<file path="config.mk">
export PLATFORM = sky130hd
export DESIGN_NAME = stfs_supervisor
export DESIGN_NICKNAME = d
export VERILOG_FILES = /design/src/inc/stfs_pkg.sv /design/src/design/stfs_ov_filter.sv /design/src/design/stfs_supervisor.sv
export SDC_FILE = /design/constraint.sdc
export NUM_CORES = 1
export LEC_CHECK = 0
export BUFFER_PORTS_ARGS = -buffer_cell sky130_fd_sc_hd__buf_2
export CAP_MARGIN = 30
export CORE_MARGIN = 2
export CORE_UTILIZATION = 65
export DETAILED_ROUTE_END_ITERATION = 10
export MAX_ROUTING_LAYER = met4
export PLACE_DENSITY = 0.84
export SETUP_SLACK_MARGIN = 0.4
export SYNTH_ARGS = -nofsm -noshare
export SYNTH_HDL_FRONTEND = slang
export SYNTH_SLANG_ARGS = --single-unit
</file>
<file path="constraint.sdc">
create_clock -name clk -period 5.29 [get_ports clk]
set_input_delay 0.529 -clock clk [delete_from_list [all_inputs] [get_ports clk]]
set_output_delay 0.529 -clock clk [all_outputs]
set_load 0.1 [all_outputs]
</file>
<file path="src/inc/stfs_pkg.sv">
// ====================================================================
// Shared constants and types of the supply and thermal fault supervisor.
package stfs_pkg;

    // ================================================================
    // Timing: the figures in their own units and the derived cycle counts.
    localparam int unsigned CLK_PERIOD_NS        = 25;
    localparam int unsigned SHORT_FILTER_TIME_US = 2000;
    localparam int unsigned AUX_BLANK_TIME_US    = 4000;
    localparam int unsigned OV_FILTER_TIME_US    = 64;
    // Cooldown time is not fixed by the part; this default is a plain choice.
    localparam int unsigned COOLDOWN_TIME_US     = 1000;
    localparam int unsigned EXTEND_FACTOR        = 64;

    // Least times round up to whole cycles.
    localparam int unsigned SHORT_FILTER_CYC =
        (SHORT_FILTER_TIME_US * 1000 + CLK_PERIOD_NS - 1) / CLK_PERIOD_NS;
    localparam int unsigned AUX_BLANK_CYC =
        (AUX_BLANK_TIME_US * 1000 + CLK_PERIOD_NS - 1) / CLK_PERIOD_NS;
    localparam int unsigned COOLDOWN_CYC =
        (COOLDOWN_TIME_US * 1000 + CLK_PERIOD_NS - 1) / CLK_PERIOD_NS;
    localparam logic [11:0] OV_FILTER_CYC =
        12'((OV_FILTER_TIME_US * 1000 + CLK_PERIOD_NS - 1) / CLK_PERIOD_NS);

    // ================================================================
    // Event counter and status encodings.
    localparam logic [4:0] EVENT_LIMIT    = 5'h10;
    localparam logic [1:0] XCVR_FAIL_NONE = 2'h0;
    localparam logic [1:0] XCVR_FAIL_OT   = 2'h1;

    // ================================================================
    // Bit positions of the synchronised comparator vector.
    localparam int unsigned SYNC_W      = 9;
    localparam int unsigned IX_BAT_OK   = 0;
    localparam int unsigned IX_MAIN_RT  = 1;
    localparam int unsigned IX_AUX_UV   = 2;
    localparam int unsigned IX_XCVR_UV  = 3;
    localparam int unsigned IX_AUX_HOT  = 4;
    localparam int unsigned IX_XCVR_HOT = 5;
    localparam int unsigned IX_PREWARN  = 6;
    localparam int unsigned IX_CHIP_HOT = 7;
    localparam int unsigned IX_AUX_RAMP = 8;

    // ================================================================
    // Supervisor states.
    typedef enum logic [4:0] {
        S_RUN      = 5'h01,
        S_FS_SHORT = 5'h02,
        S_FS_HOT   = 5'h04,
        S_COOL     = 5'h08,
        S_RESTART  = 5'h10
    } stfs_state_t;

endpackage

</file>
<file path="src/design/stfs_ov_filter.sv">
`timescale 1ns/1ps
// ====================================================================
// Synchroniser and stability filter for the main supply overvoltage comparator.
module stfs_ov_filter
    import stfs_pkg::*;
(
    input  wire logic clk,
    input  wire logic rst,
    input  wire logic rawIn,
    output logic      filtOut
);

    typedef struct packed {
        logic        s1;
        logic        s2;
        logic        out;
        logic [11:0] cnt;
    } stfs_filt_t;

    stfs_filt_t q;
    stfs_filt_t d;

    // ================================================================
    // The output only follows a level that stayed put for the whole filter time.
    always_comb begin
        d    = q;
        d.s1 = rawIn;
        d.s2 = q.s1;
        if (q.s2 == q.out) begin
            d.cnt = 12'h000;
        end else if (q.cnt == OV_FILTER_CYC - 12'h001) begin
            d.out = q.s2;
            d.cnt = 12'h000;
        end else begin
            d.cnt = q.cnt + 12'h001;
        end
    end

    // Registers the whole state copy.
    always_ff @(posedge clk) begin
        if (rst) begin
            q <= '0;
        end else begin
            q <= d;
        end
    end

    assign filtOut = q.out;
endmodule

</file>
<file path="src/design/stfs_supervisor.sv">
`timescale 1ns/1ps
// Summary of operation
// Short detection only with battery above undervoltage.
// Main not up within filter: short fail-safe.
// Wake from bus, input or gpio leaves.
// Main low beyond filter time: same reaction.
// Aux undervoltage sets sticky flag, software clears.
// No aux undervoltage during blanking or ramps.
// Transceiver supply undervoltage sets sticky flag.
// Block overtemperature: switch off, set flag.
// Block thermal check only while block on.
// Aux overtemperature clears on-control, sets flag.
// Transceiver overtemperature: transmitter off, status 01.
// Thermal flags stay until software clears them.
// Prewarning flag, clearable after condition ends.
// Chip overtemperature: fail-safe, cooldown, restart, normal.
// Chip flag clear only normal, after end.
// With extend, count events; 64x cooldown.
// Sixteen events set safe latch, extended cooldown.
// Overtemperature during sleep entry means fail-safe.
// Threshold raise lifts thermal thresholds 10K.
// Overvoltage comparator filtered 64 us.
// Short filter 2 ms, also power-up blanking.
// Aux undervoltage blanking 4 ms after switch-on.
// All comparator inputs synchronised before use.
// Event counter clears with safe latch, reset.
module stfs_supervisor
    import stfs_pkg::*;
#(
    parameter int unsigned SHORT_FILT_CYC = SHORT_FILTER_CYC,
    parameter int unsigned AUX_BLANK_LEN  = AUX_BLANK_CYC,
    parameter int unsigned COOL_CYC       = COOLDOWN_CYC
)
(
    input  wire logic       clk,
    input  wire logic       rst,
    input  wire logic       batAboveUv,
    input  wire logic       mainAboveRt,
    input  wire logic       mainOvRaw,
    input  wire logic       auxBelowUv,
    input  wire logic       xcvrSupplyBelowUv,
    input  wire logic       auxHot,
    input  wire logic       xcvrHot,
    input  wire logic       mainPrewarnHot,
    input  wire logic       chipHot,
    input  wire logic       auxRamping,
    input  wire logic       auxOnWrite,
    input  wire logic       auxOnValue,
    input  wire logic       xcvrEnabled,
    input  wire logic       wakeBus,
    input  wire logic       wakeInput,
    input  wire logic       wakeGpio,
    input  wire logic       gpioWakeCfg,
    input  wire logic       sleepEntry,
    input  wire logic       delayExtendEn,
    input  wire logic       thresholdRaiseCfg,
    input  wire logic       clrMainShort,
    input  wire logic       clrFail,
    input  wire logic       clrAuxUv,
    input  wire logic       clrXcvrUv,
    input  wire logic       clrBlockOt,
    input  wire logic       clrAuxOt,
    input  wire logic       clrPrewarn,
    input  wire logic       clrChipOt,
    input  wire logic       clrSafeLatch,
    output logic            mainShortFlag,
    output logic            failFlag,
    output logic            failOutput,
    output logic            mainSupplyOn,
    output logic            auxSupplyOn,
    output logic            auxUvFlag,
    output logic            xcvrUvFlag,
    output logic            blockOvertempFlag,
    output logic            auxOvertempFlag,
    output logic            tempPrewarnFlag,
    output logic            chipOvertempFlag,
    output logic            overtempSafeLatch,
    output logic            txDisable,
    output logic [1:0]      xcvrFailStatus,
    output logic            failSafeReq,
    output logic            restartReq,
    output logic            normalReq,
    output logic            sleepAck,
    output logic            thresholdRaise,
    output logic            mainOvFiltered
);

    typedef struct packed {
        logic [SYNC_W-1:0] s1;
        logic [SYNC_W-1:0] s2;
        stfs_state_t       st;
        logic [31:0]       shortCnt;
        logic [31:0]       blankCnt;
        logic [31:0]       coolCnt;
        logic [4:0]        evCnt;
        logic              chipHotPrev;
        logic              mainShort;
        logic              flagA;
        logic              failOut;
        logic              mainOn;
        logic              auxOn;
        logic              auxUv;
        logic              xcvrUv;
        logic              blockOt;
        logic              auxOt;
        logic              prewarn;
        logic              chipOt;
        logic              safeLatch;
        logic              txDis;
        logic [1:0]        xFail;
        logic              fsReq;
        logic              rstReq;
        logic              normReq;
        logic              sleepOk;
        logic              thrRaise;
    } stfs_sup_t;

    stfs_sup_t q;
    stfs_sup_t d;

    logic [SYNC_W-1:0] rawVec;
    logic              batOk;
    logic              mainUp;
    logic              auxLow;
    logic              xcvrLow;
    logic              auxHotS;
    logic              xcvrHotS;
    logic              prewarnS;
    logic              chipHotS;
    logic              auxRampS;
    logic              shortArm;
    logic              shortHit;
    logic              auxHotEv;
    logic              xHotEv;
    logic              chipEv;
    logic              wakeAny;
    logic [31:0]       coolLimit;

    // ================================================================
    // Comparator inputs: only the second synchroniser stage is read.
    assign rawVec = {auxRamping, chipHot, mainPrewarnHot, xcvrHot, auxHot,
                     xcvrSupplyBelowUv, auxBelowUv, mainAboveRt, batAboveUv};
    assign batOk    = q.s2[IX_BAT_OK];
    assign mainUp   = q.s2[IX_MAIN_RT];
    assign auxLow   = q.s2[IX_AUX_UV];
    assign xcvrLow  = q.s2[IX_XCVR_UV];
    assign auxHotS  = q.s2[IX_AUX_HOT];
    assign xcvrHotS = q.s2[IX_XCVR_HOT];
    assign prewarnS = q.s2[IX_PREWARN];
    assign chipHotS = q.s2[IX_CHIP_HOT];
    assign auxRampS = q.s2[IX_AUX_RAMP];

    // ================================================================
    // Derived events. Block heat only counts while that block is on.
    assign shortArm  = q.mainOn && batOk && !mainUp;
    assign shortHit  = shortArm && (q.shortCnt == 32'(SHORT_FILT_CYC - 1));
    assign auxHotEv  = q.auxOn && auxHotS;
    assign xHotEv    = xcvrEnabled && xcvrHotS;
    assign chipEv    = chipHotS && !q.chipHotPrev;
    assign wakeAny   = wakeBus || wakeInput || (wakeGpio && gpioWakeCfg);
    // The extended wait is held for as long as the safe latch stands.
    assign coolLimit = q.safeLatch ? 32'(COOL_CYC * EXTEND_FACTOR) : 32'(COOL_CYC);

    // ================================================================
    // Next-state logic. In every sticky flag the clear is applied first, so a
    // set in the same cycle wins and no event is lost.
    always_comb begin
        d             = q;
        d.s1          = rawVec;
        d.s2          = q.s1;
        d.chipHotPrev = chipHotS;
        d.fsReq       = 1'b0;
        d.rstReq      = 1'b0;
        d.normReq     = 1'b0;
        d.sleepOk     = 1'b0;
        d.thrRaise    = thresholdRaiseCfg;

        // Short timer covers both the power-up blanking and a later collapse.
        if (!shortArm) begin
            d.shortCnt = 32'h0000_0000;
        end else if (!shortHit) begin
            d.shortCnt = q.shortCnt + 32'h0000_0001;
        end

        // Aux on-control: software writes it, overtemperature takes it away.
        if (auxOnWrite) begin
            d.auxOn = auxOnValue;
        end
        if (auxHotEv) begin
            d.auxOn = 1'b0;
        end
        if (!q.auxOn && d.auxOn) begin
            d.blankCnt = 32'(AUX_BLANK_LEN);
        end else if (q.blankCnt != 32'h0000_0000) begin
            d.blankCnt = q.blankCnt - 32'h0000_0001;
        end

        // Supply undervoltage flags.
        if (clrAuxUv) begin
            d.auxUv = 1'b0;
        end
        if (q.auxOn && auxLow && !auxRampS && q.blankCnt == 32'h0000_0000) begin
            d.auxUv = 1'b1;
        end
        if (clrXcvrUv) begin
            d.xcvrUv = 1'b0;
        end
        if (xcvrEnabled && xcvrLow) begin
            d.xcvrUv = 1'b1;
        end

        // Per-block thermal shutdown; flags are held until cleared after cooling.
        if (clrBlockOt && !auxHotS && !xcvrHotS) begin
            d.blockOt = 1'b0;
            d.xFail   = XCVR_FAIL_NONE;
        end
        if (clrAuxOt && !auxHotS) begin
            d.auxOt = 1'b0;
        end
        if (auxHotEv || xHotEv) begin
            d.blockOt = 1'b1;
        end
        if (auxHotEv) begin
            d.auxOt = 1'b1;
        end
        // The transmitter comes back by itself once the block has cooled.
        d.txDis = xHotEv;
        if (xHotEv) begin
            d.xFail = XCVR_FAIL_OT;
        end

        // Prewarning.
        if (clrPrewarn && !prewarnS) begin
            d.prewarn = 1'b0;
        end
        if (prewarnS) begin
            d.prewarn = 1'b1;
        end

        // Chip overtemperature flag, event counter and safe latch.
        if (clrChipOt && q.st == S_RUN && !chipHotS) begin
            d.chipOt = 1'b0;
        end
        if (chipHotS) begin
            d.chipOt = 1'b1;
        end
        if (clrSafeLatch) begin
            d.safeLatch = 1'b0;
            d.evCnt     = 5'h00;
        end
        if (chipEv && delayExtendEn && d.evCnt != EVENT_LIMIT) begin
            d.evCnt = d.evCnt + 5'h01;
            if (d.evCnt == EVENT_LIMIT) begin
                d.safeLatch = 1'b1;
            end
        end

        // Fail flag and fail output are released together by software.
        if (clrMainShort) begin
            d.mainShort = 1'b0;
        end
        if (clrFail) begin
            d.flagA   = 1'b0;
            d.failOut = 1'b0;
        end

        // Supervisor state machine; a short wins over heat in the same cycle.
        unique case (q.st)
            S_RUN, S_RESTART: begin
                if (q.st == S_RESTART) begin
                    d.st      = S_RUN;
                    d.normReq = 1'b1;
                end
                if (shortHit) begin
                    d.st        = S_FS_SHORT;
                    d.mainOn    = 1'b0;
                    d.mainShort = 1'b1;
                    d.flagA     = 1'b1;
                    d.failOut   = 1'b1;
                    d.fsReq     = 1'b1;
                    d.normReq   = 1'b0;
                end else if (chipHotS) begin
                    d.st      = S_FS_HOT;
                    d.mainOn  = 1'b0;
                    d.fsReq   = 1'b1;
                    d.normReq = 1'b0;
                end else if (sleepEntry && q.st == S_RUN) begin
                    d.sleepOk = 1'b1;
                end
            end
            S_FS_SHORT: begin
                if (wakeAny) begin
                    d.st     = S_RESTART;
                    d.mainOn = 1'b1;
                    d.rstReq = 1'b1;
                end
            end
            S_FS_HOT: begin
                if (!chipHotS) begin
                    d.st      = S_COOL;
                    d.coolCnt = 32'h0000_0000;
                end
            end
            S_COOL: begin
                if (chipHotS) begin
                    d.st = S_FS_HOT;
                end else if (q.coolCnt + 32'h0000_0001 >= coolLimit) begin
                    d.st     = S_RESTART;
                    d.mainOn = 1'b1;
                    d.rstReq = 1'b1;
                end else begin
                    d.coolCnt = q.coolCnt + 32'h0000_0001;
                end
            end
        endcase
    end

    // ================================================================
    // State register. After power-on the main supply is starting up.
    always_ff @(posedge clk) begin
        if (rst) begin
            q        <= '0;
            q.st     <= S_RUN;
            q.mainOn <= 1'b1;
        end else begin
            q <= d;
        end
    end

    // Overvoltage comparator path.
    stfs_ov_filter u_ovFilter (
        .clk     (clk),
        .rst     (rst),
        .rawIn   (mainOvRaw),
        .filtOut (mainOvFiltered)
    );

    // ================================================================
    // Outputs, each straight from the state register.
    assign mainShortFlag     = q.mainShort;
    assign failFlag          = q.flagA;
    assign failOutput        = q.failOut;
    assign mainSupplyOn      = q.mainOn;
    assign auxSupplyOn       = q.auxOn;
    assign auxUvFlag         = q.auxUv;
    assign xcvrUvFlag        = q.xcvrUv;
    assign blockOvertempFlag = q.blockOt;
    assign auxOvertempFlag   = q.auxOt;
    assign tempPrewarnFlag   = q.prewarn;
    assign chipOvertempFlag  = q.chipOt;
    assign overtempSafeLatch = q.safeLatch;
    assign txDisable         = q.txDis;
    assign xcvrFailStatus    = q.xFail;
    assign failSafeReq       = q.fsReq;
    assign restartReq        = q.rstReq;
    assign normalReq         = q.normReq;
    assign sleepAck          = q.sleepOk;
    assign thresholdRaise    = q.thrRaise;
endmodule

</file>
-- Word level (Yosys, flattened, before mapping)
Index checks and enable logic that the tools add are counted.
- bits in registers: 159
- word-level logic and storage cells: 167
- $add $sub $neg: 5
- $lt $le $gt $ge: 1
- equal/unequal tests: 18
- multiplexer cells: 54
- bitwise logic cells: 3
- reduce and logical (&&, ||, !) cells: 54
- operators with widths (cell ; count):
    32-bit 2-to-1 mux ; 3
    32-bit by 1-bit adder with 32-bit output, second input constant ; 2
    32-bit case mux with 2 select lines ; 1
    5-bit 2-to-1 mux ; 9
    18-bit 2-to-1 mux ; 2
    32-bit by 17-bit equality test with 1-bit output, second input constant ; 1
    32-bit by 22-bit >= comparator with 1-bit output ; 1
    32-bit zero test ; 1
    1-bit 2-to-1 mux ; 32
    32-bit nonzero test ; 1
    32-bit by 1-bit subtractor with 32-bit output, second input constant ; 1
    22-bit 2-to-1 mux ; 1
    1-bit logical AND ; 21
    5-bit case mux with 4 select lines ; 1
    2-bit nonzero test ; 9
    12-bit by 1-bit adder with 12-bit output, second input constant ; 1
    12-bit equality test, second input constant ; 1
    5-bit equality test, second input constant ; 2
    2-bit inequality test, second input constant ; 5
    1-bit zero test ; 8
    4-bit AND reduction ; 2
    2-bit OR reduction ; 4
    3-bit 2-to-1 mux ; 2
    3-bit inequality test, second input constant ; 2
    18 further kinds ; 22

-- Logic depth before layout (Yosys ltp)
- word-level depth: 5
- mapped depth: 16
- mapped depth without buffers: 14

-- By module
Synthesis repeated with hierarchy kept, for this count alone.
- cell total of the unflattened synthesis: 847
- area total of the unflattened synthesis: 7519.7 um2
- modules (own cells, without submodules) (module ; instances ; cells each ; area an instance (um2) ; sequential area each (um2)):
    stfs_supervisor ; 1 ; 782 ; 6892.9 ; 2882.8
    stfs_ov_filter ; 1 ; 65 ; 626.9 ; 300.3

-- Least setup slack after synthesis
OpenSTA, ideal clock, no wires.
- kind: register to register
- from: reg q[26] (netlist name)
- to: reg q[46] (netlist name)
- arrival time: 3310 ps
- required time: 5168 ps
- setup slack: 1858 ps
- cell stages (with the launch flop): 16
- path buffers: 1
- clock period less this slack: 3432 ps
- cells stage by stage: dfxtp_1 -> ha_1 -> nand4_4 -> nor2_1 -> nand3_1 -> xnor2_1 -> ha_1 -> and2_1 -> o31a_1 -> o211a_1 -> o311ai_0 -> a311oi_1 -> and4b_4 -> nor3_4 -> buf_6 -> a221o_1
- cells in the longest elaborated chain, start to end: 4
- elaborated cells on any way between the ends: 7
- RTL lines (what ; RTL line ; RTL):
    start, declared ; stfs_supervisor.sv:118 ; stfs_sup_t q;
    32-bit by 1-bit adder with 32-bit output (*) ; stfs_supervisor.sv:307, stfs_supervisor.sv:312 ;
    32-bit by 22-bit >= comparator with 1-bit output / 32-bit 2-to-1 mux (equally long branches) ; stfs_supervisor.sv:307 ; end else if (q.coolCnt + 32'h0000_0001 >= coolLimit) begin
    2-bit inequality test (no line) / 32-bit 2-to-1 mux (equally long branches) ; n/a ;
    4-bit AND reduction (no line) / 32-bit case mux with 2 select lines (equally long branches) ; n/a ;
Mark *: on every way between the ends. The rest lies on a longest branch, timed or not. The select of a mux whose other input is x is not followed.
A chain may end at the register's enable or synchronous reset.

-- Final worst setup path
- from: reg q[26] (netlist name)
- to: reg q[26] (netlist name)
Same word-level chain as after synthesis.

==> flow_summary.ini <==
[run_status]
run_status = finished clean

[clock_network]
postCtsResizedCells = 0
cts.clk_slew.worst_paths_ns = 0.06
h_tree_level_count = 4
postCtsSetupRepairBufs = 0
cts_made_buffers = 17
cts_max_path_buffers = 2
cts_root_buffer = sky130_fd_sc_hd__clkbuf_16
cts_tree = built
cts_hold_buffers = 0
tritoncts_num_sinks = 159
worstSkewPairLatency_ns = 0.43

[logic_synthesis]
synth_largest_area_cell = sky130_fd_sc_hd__dfxtp_1
synth_cells = 853
synth_top_area_share_pct = 42.4
xor_and_xnor_fraction_of_the_mapped_netlist_area_pct = 9.46
synth.top_cells.by_area = sky130_fd_sc_hd__dfxtp_1, sky130_fd_sc_hd__nor2_1, sky130_fd_sc_hd__xor2_1
postSynthRegisterBits = 159
netlist_area_mm2 = 0.00750
synth_area_in_simple_gates_pct = 31.0
synth_cell_types = 70
synth_compound_area_share_pct = 10.8
synth_async_sr_flop_share_pct = 0
synth-main-ff-cell = sky130_fd_sc_hd__dfxtp_1
synthAdderAreaFrac_pct = 2.50
synth_warnings = 0
synth_edf_count = 0
synth.area.mux_share_pct = 0.551
synth_top_family_by_area = simple AND/OR/NAND/NOR gates
ys_seq_area_share_pct = 42.4
ys_top_cells_by_count = sky130_fd_sc_hd__dfxtp_1, sky130_fd_sc_hd__nor2_1, sky130_fd_sc_hd__nand2_1
most_repeated_cell_in_the_gate_level_netlist_after_synthesis = sky130_fd_sc_hd__dfxtp_1
synth_nets = 899
syn_avg_cell_area_um2 = 8.79

[critical_path]
worstPathArrival_ns = 4.61
worst_path_largest_cell_delay_ns = 0.50
timing.critical_path.from_type = flop
worstReg2RegStart = q[26]
criticalPathCategory = flop to flop
cp.required_ns = 5.67
rr_worst_depth = 14
crit_path_cell_trace = ha_1, nand4_4, nor2_1, nand3_1, xnor2_1, ha_1, nand2_1, a2111oi_0, o311ai_0, a311oi_1, and4b_4, nor3_4, buf_4, mux2_2
cp_common_cell = sky130_fd_sc_hd__ha_1
timing.critical_path.fanout_max = 19
worst-r2r-setup-slack_ns = 1.06
rr_endpoint = q[26]
slowest_stage = sky130_fd_sc_hd__a311oi_1
critPathLaunch = q[26]
critical_path.endpoint_type = flop

[cells_and_area]
layout-area-overhead-vs-synth_pct = 12.2
drive_above_1_share_pct = 12.2
number_of_flip_flops_under_the_largest_register_name = 109
utilization_pct = 74.3
top_register = q
nets = 935
antenna_cells = 0

[die]
rows = 39
die_w_um = 111
core_area_mm2 = 0.0113
die-area_mm2 = 0.0124
ioPinCount = 52
die_height_um = 111
initial_utilization_pct = 66.2

[place]
portbufs = 50
detailed_place_hpwl_mm = 11.0
globalplace.congestion = 0.951

[route]
drtPass1Iterations = 5
met3_length_um = 863
vias = 6377
drc = 0
drt_wl_total_mm = 16.5
drt-met1-wl_mm = 7.12
top_layer = met4
route.detailed.vias_per_inst = 6.10
drt-initial-drc-count = 663
route.met2.wl_mm = 8.21
postRouteAntennaNets = 0
detail_route.wl_per_cell_um = 15.8

[run]
timing.max_cap.violations = 0

[timing]
setup_repair_after_global_routing_missed_its_margin = false
setup_violations = 0
finalMaxSlewViolations = 0
tns_ns = 0
finalCritPeriodShare_pct = 80.0
max_slew_headroom_pct = 32.6
achievable-frequency_mhz = 236
final_hold_viol_count = 0
timing_worst_slew_pin_value_ns = 0.997
period_needed_ns = 4.23
clock_skew_ns = 0.00934

[min_path]
hold-path-cell-count = 2
hold_end = d[133]
min-delay-start = mainPrewarnHot
min-delay-path-class = input port to flop

[grt]
global_route_congestion_overflow_total = 0
antenna_found_initial = 0
grt_first_pass_wirelength_mm = 28.6
grt_use_total_pct = 28.7
grt_max_degree = 45
first_global_vias = 6301

[pwr]
vdd_drop_max_uv = 489
power.density_cell_area_mw_per_mm2 = 400
power.leakage_nw = 3.38
[layout make-up]
cell class                      count  area, um2
Clock buffer                       19        453
Sequential cell                   159       3180
Timing Repair Buffer               56        310
Inverter                           15       56.3
Fill cell                         824       2910
Tap cell                          143        179
Clock inverter                     13        151
Multi-Input combinational cell    640       4080
[through the flow]
step / hold slack, ns / power (mW) / setup slack [ns] / cell area, um2 / std cells
after floorplan: 0.413 / 1.99 / 1.86 / 7500 / 853
after global placement: 0.416 / 2.09 / 1.36 / 7780 / 1011
after detailed placement: 0.422 / 2.13 / 1.17 / 7780 / 1011
after CTS: 0.303 / 3.37 / 1.13 / 8380 / 1043
after global routing: 0.311 / 3.54 / 0.640 / 8410 / 1045
final: 0.308 / 3.37 / 1.06 / 8410 / 1045
[report_power, final]
group | switching [mW] | internal (mW) | total [mW]
registers | 0.0900 | 1.30 | 1.39
logic | 0.439 | 0.296 | 0.735
clock network | 0.516 | 0.728 | 1.24
[how the worst max path moves through the flow]
stage,endpoint,slack [ns],cells past startpoint
after floorplan,q[46],1.86,15
after global placement,q[47],1.36,13
after detailed placement,q[45],1.17,14
after CTS,q[26],1.13,14
after global routing,q[36],0.64,14
final,q[26],1.06,14
[critical path, delay by kind of cell (launching register included)]
| kind | cells | cell delay (ns) |
|---|---|---|
| XOR/XNOR | 1 | 0.17 |
| AO/OA/AOI/OAI | 3 | 1.06 |
| AND/OR/NAND/NOR | 6 | 1.27 |
| multiplexers | 1 | 0.19 |
| flip-flops | 1 | 0.47 |
| adder cells (fa/ha/maj) | 2 | 0.66 |
| buffers and inverters | 1 | 0.33 |
[per-layer routing]
layer | vias up | track usage (%)
li1 | 3107 | -
met1 | 3024 | 34.0
met2 | 208 | 46.9
met3 | 38 | 7.29
met4 | 0 | 11.7
met5 | - | -
[kinds of logic (layout without fill, tap and decap cells)]
family          Yosys count  in the layout
compound gates          114            114
fa+ha+maj                15             15
xor+xnor                 81             81
simple gates            425            425
flops                   159            159
mux                       4              4
buf+inv                  54            103
other cells               1              1
[placed cells by master, fill, tap and decap left out, drive strengths merged, types with 4 or more instances in the layout]
| cell | count |
|---|---|
| nand2b | 13 |
| a211o | 9 |
| nor2 | 117 |
| nand2 | 54 |
| nor2b | 28 |
| and4 | 11 |
| inv | 19 |
| nor4 | 19 |
| xnor2 | 35 |
| or3 | 16 |
| or2 | 8 |
| a31oi | 9 |
| a21o | 6 |
| nor3 | 28 |
| and2 | 14 |
| nand4b | 4 |
| nand4 | 29 |
| dfxtp | 159 |
| clkinv | 4 |
| clkbuf | 19 |
| or4 | 4 |
| ha | 15 |
| xor2 | 46 |
| and3 | 27 |
| o21ai | 20 |
| buf | 56 |
| a221o | 11 |
| nand3b | 4 |
| nor4b | 6 |
| nand3 | 36 |
| a21oi | 30 |
| a311oi | 6 |
Note: power is estimated with default switching activity, not from simulation.
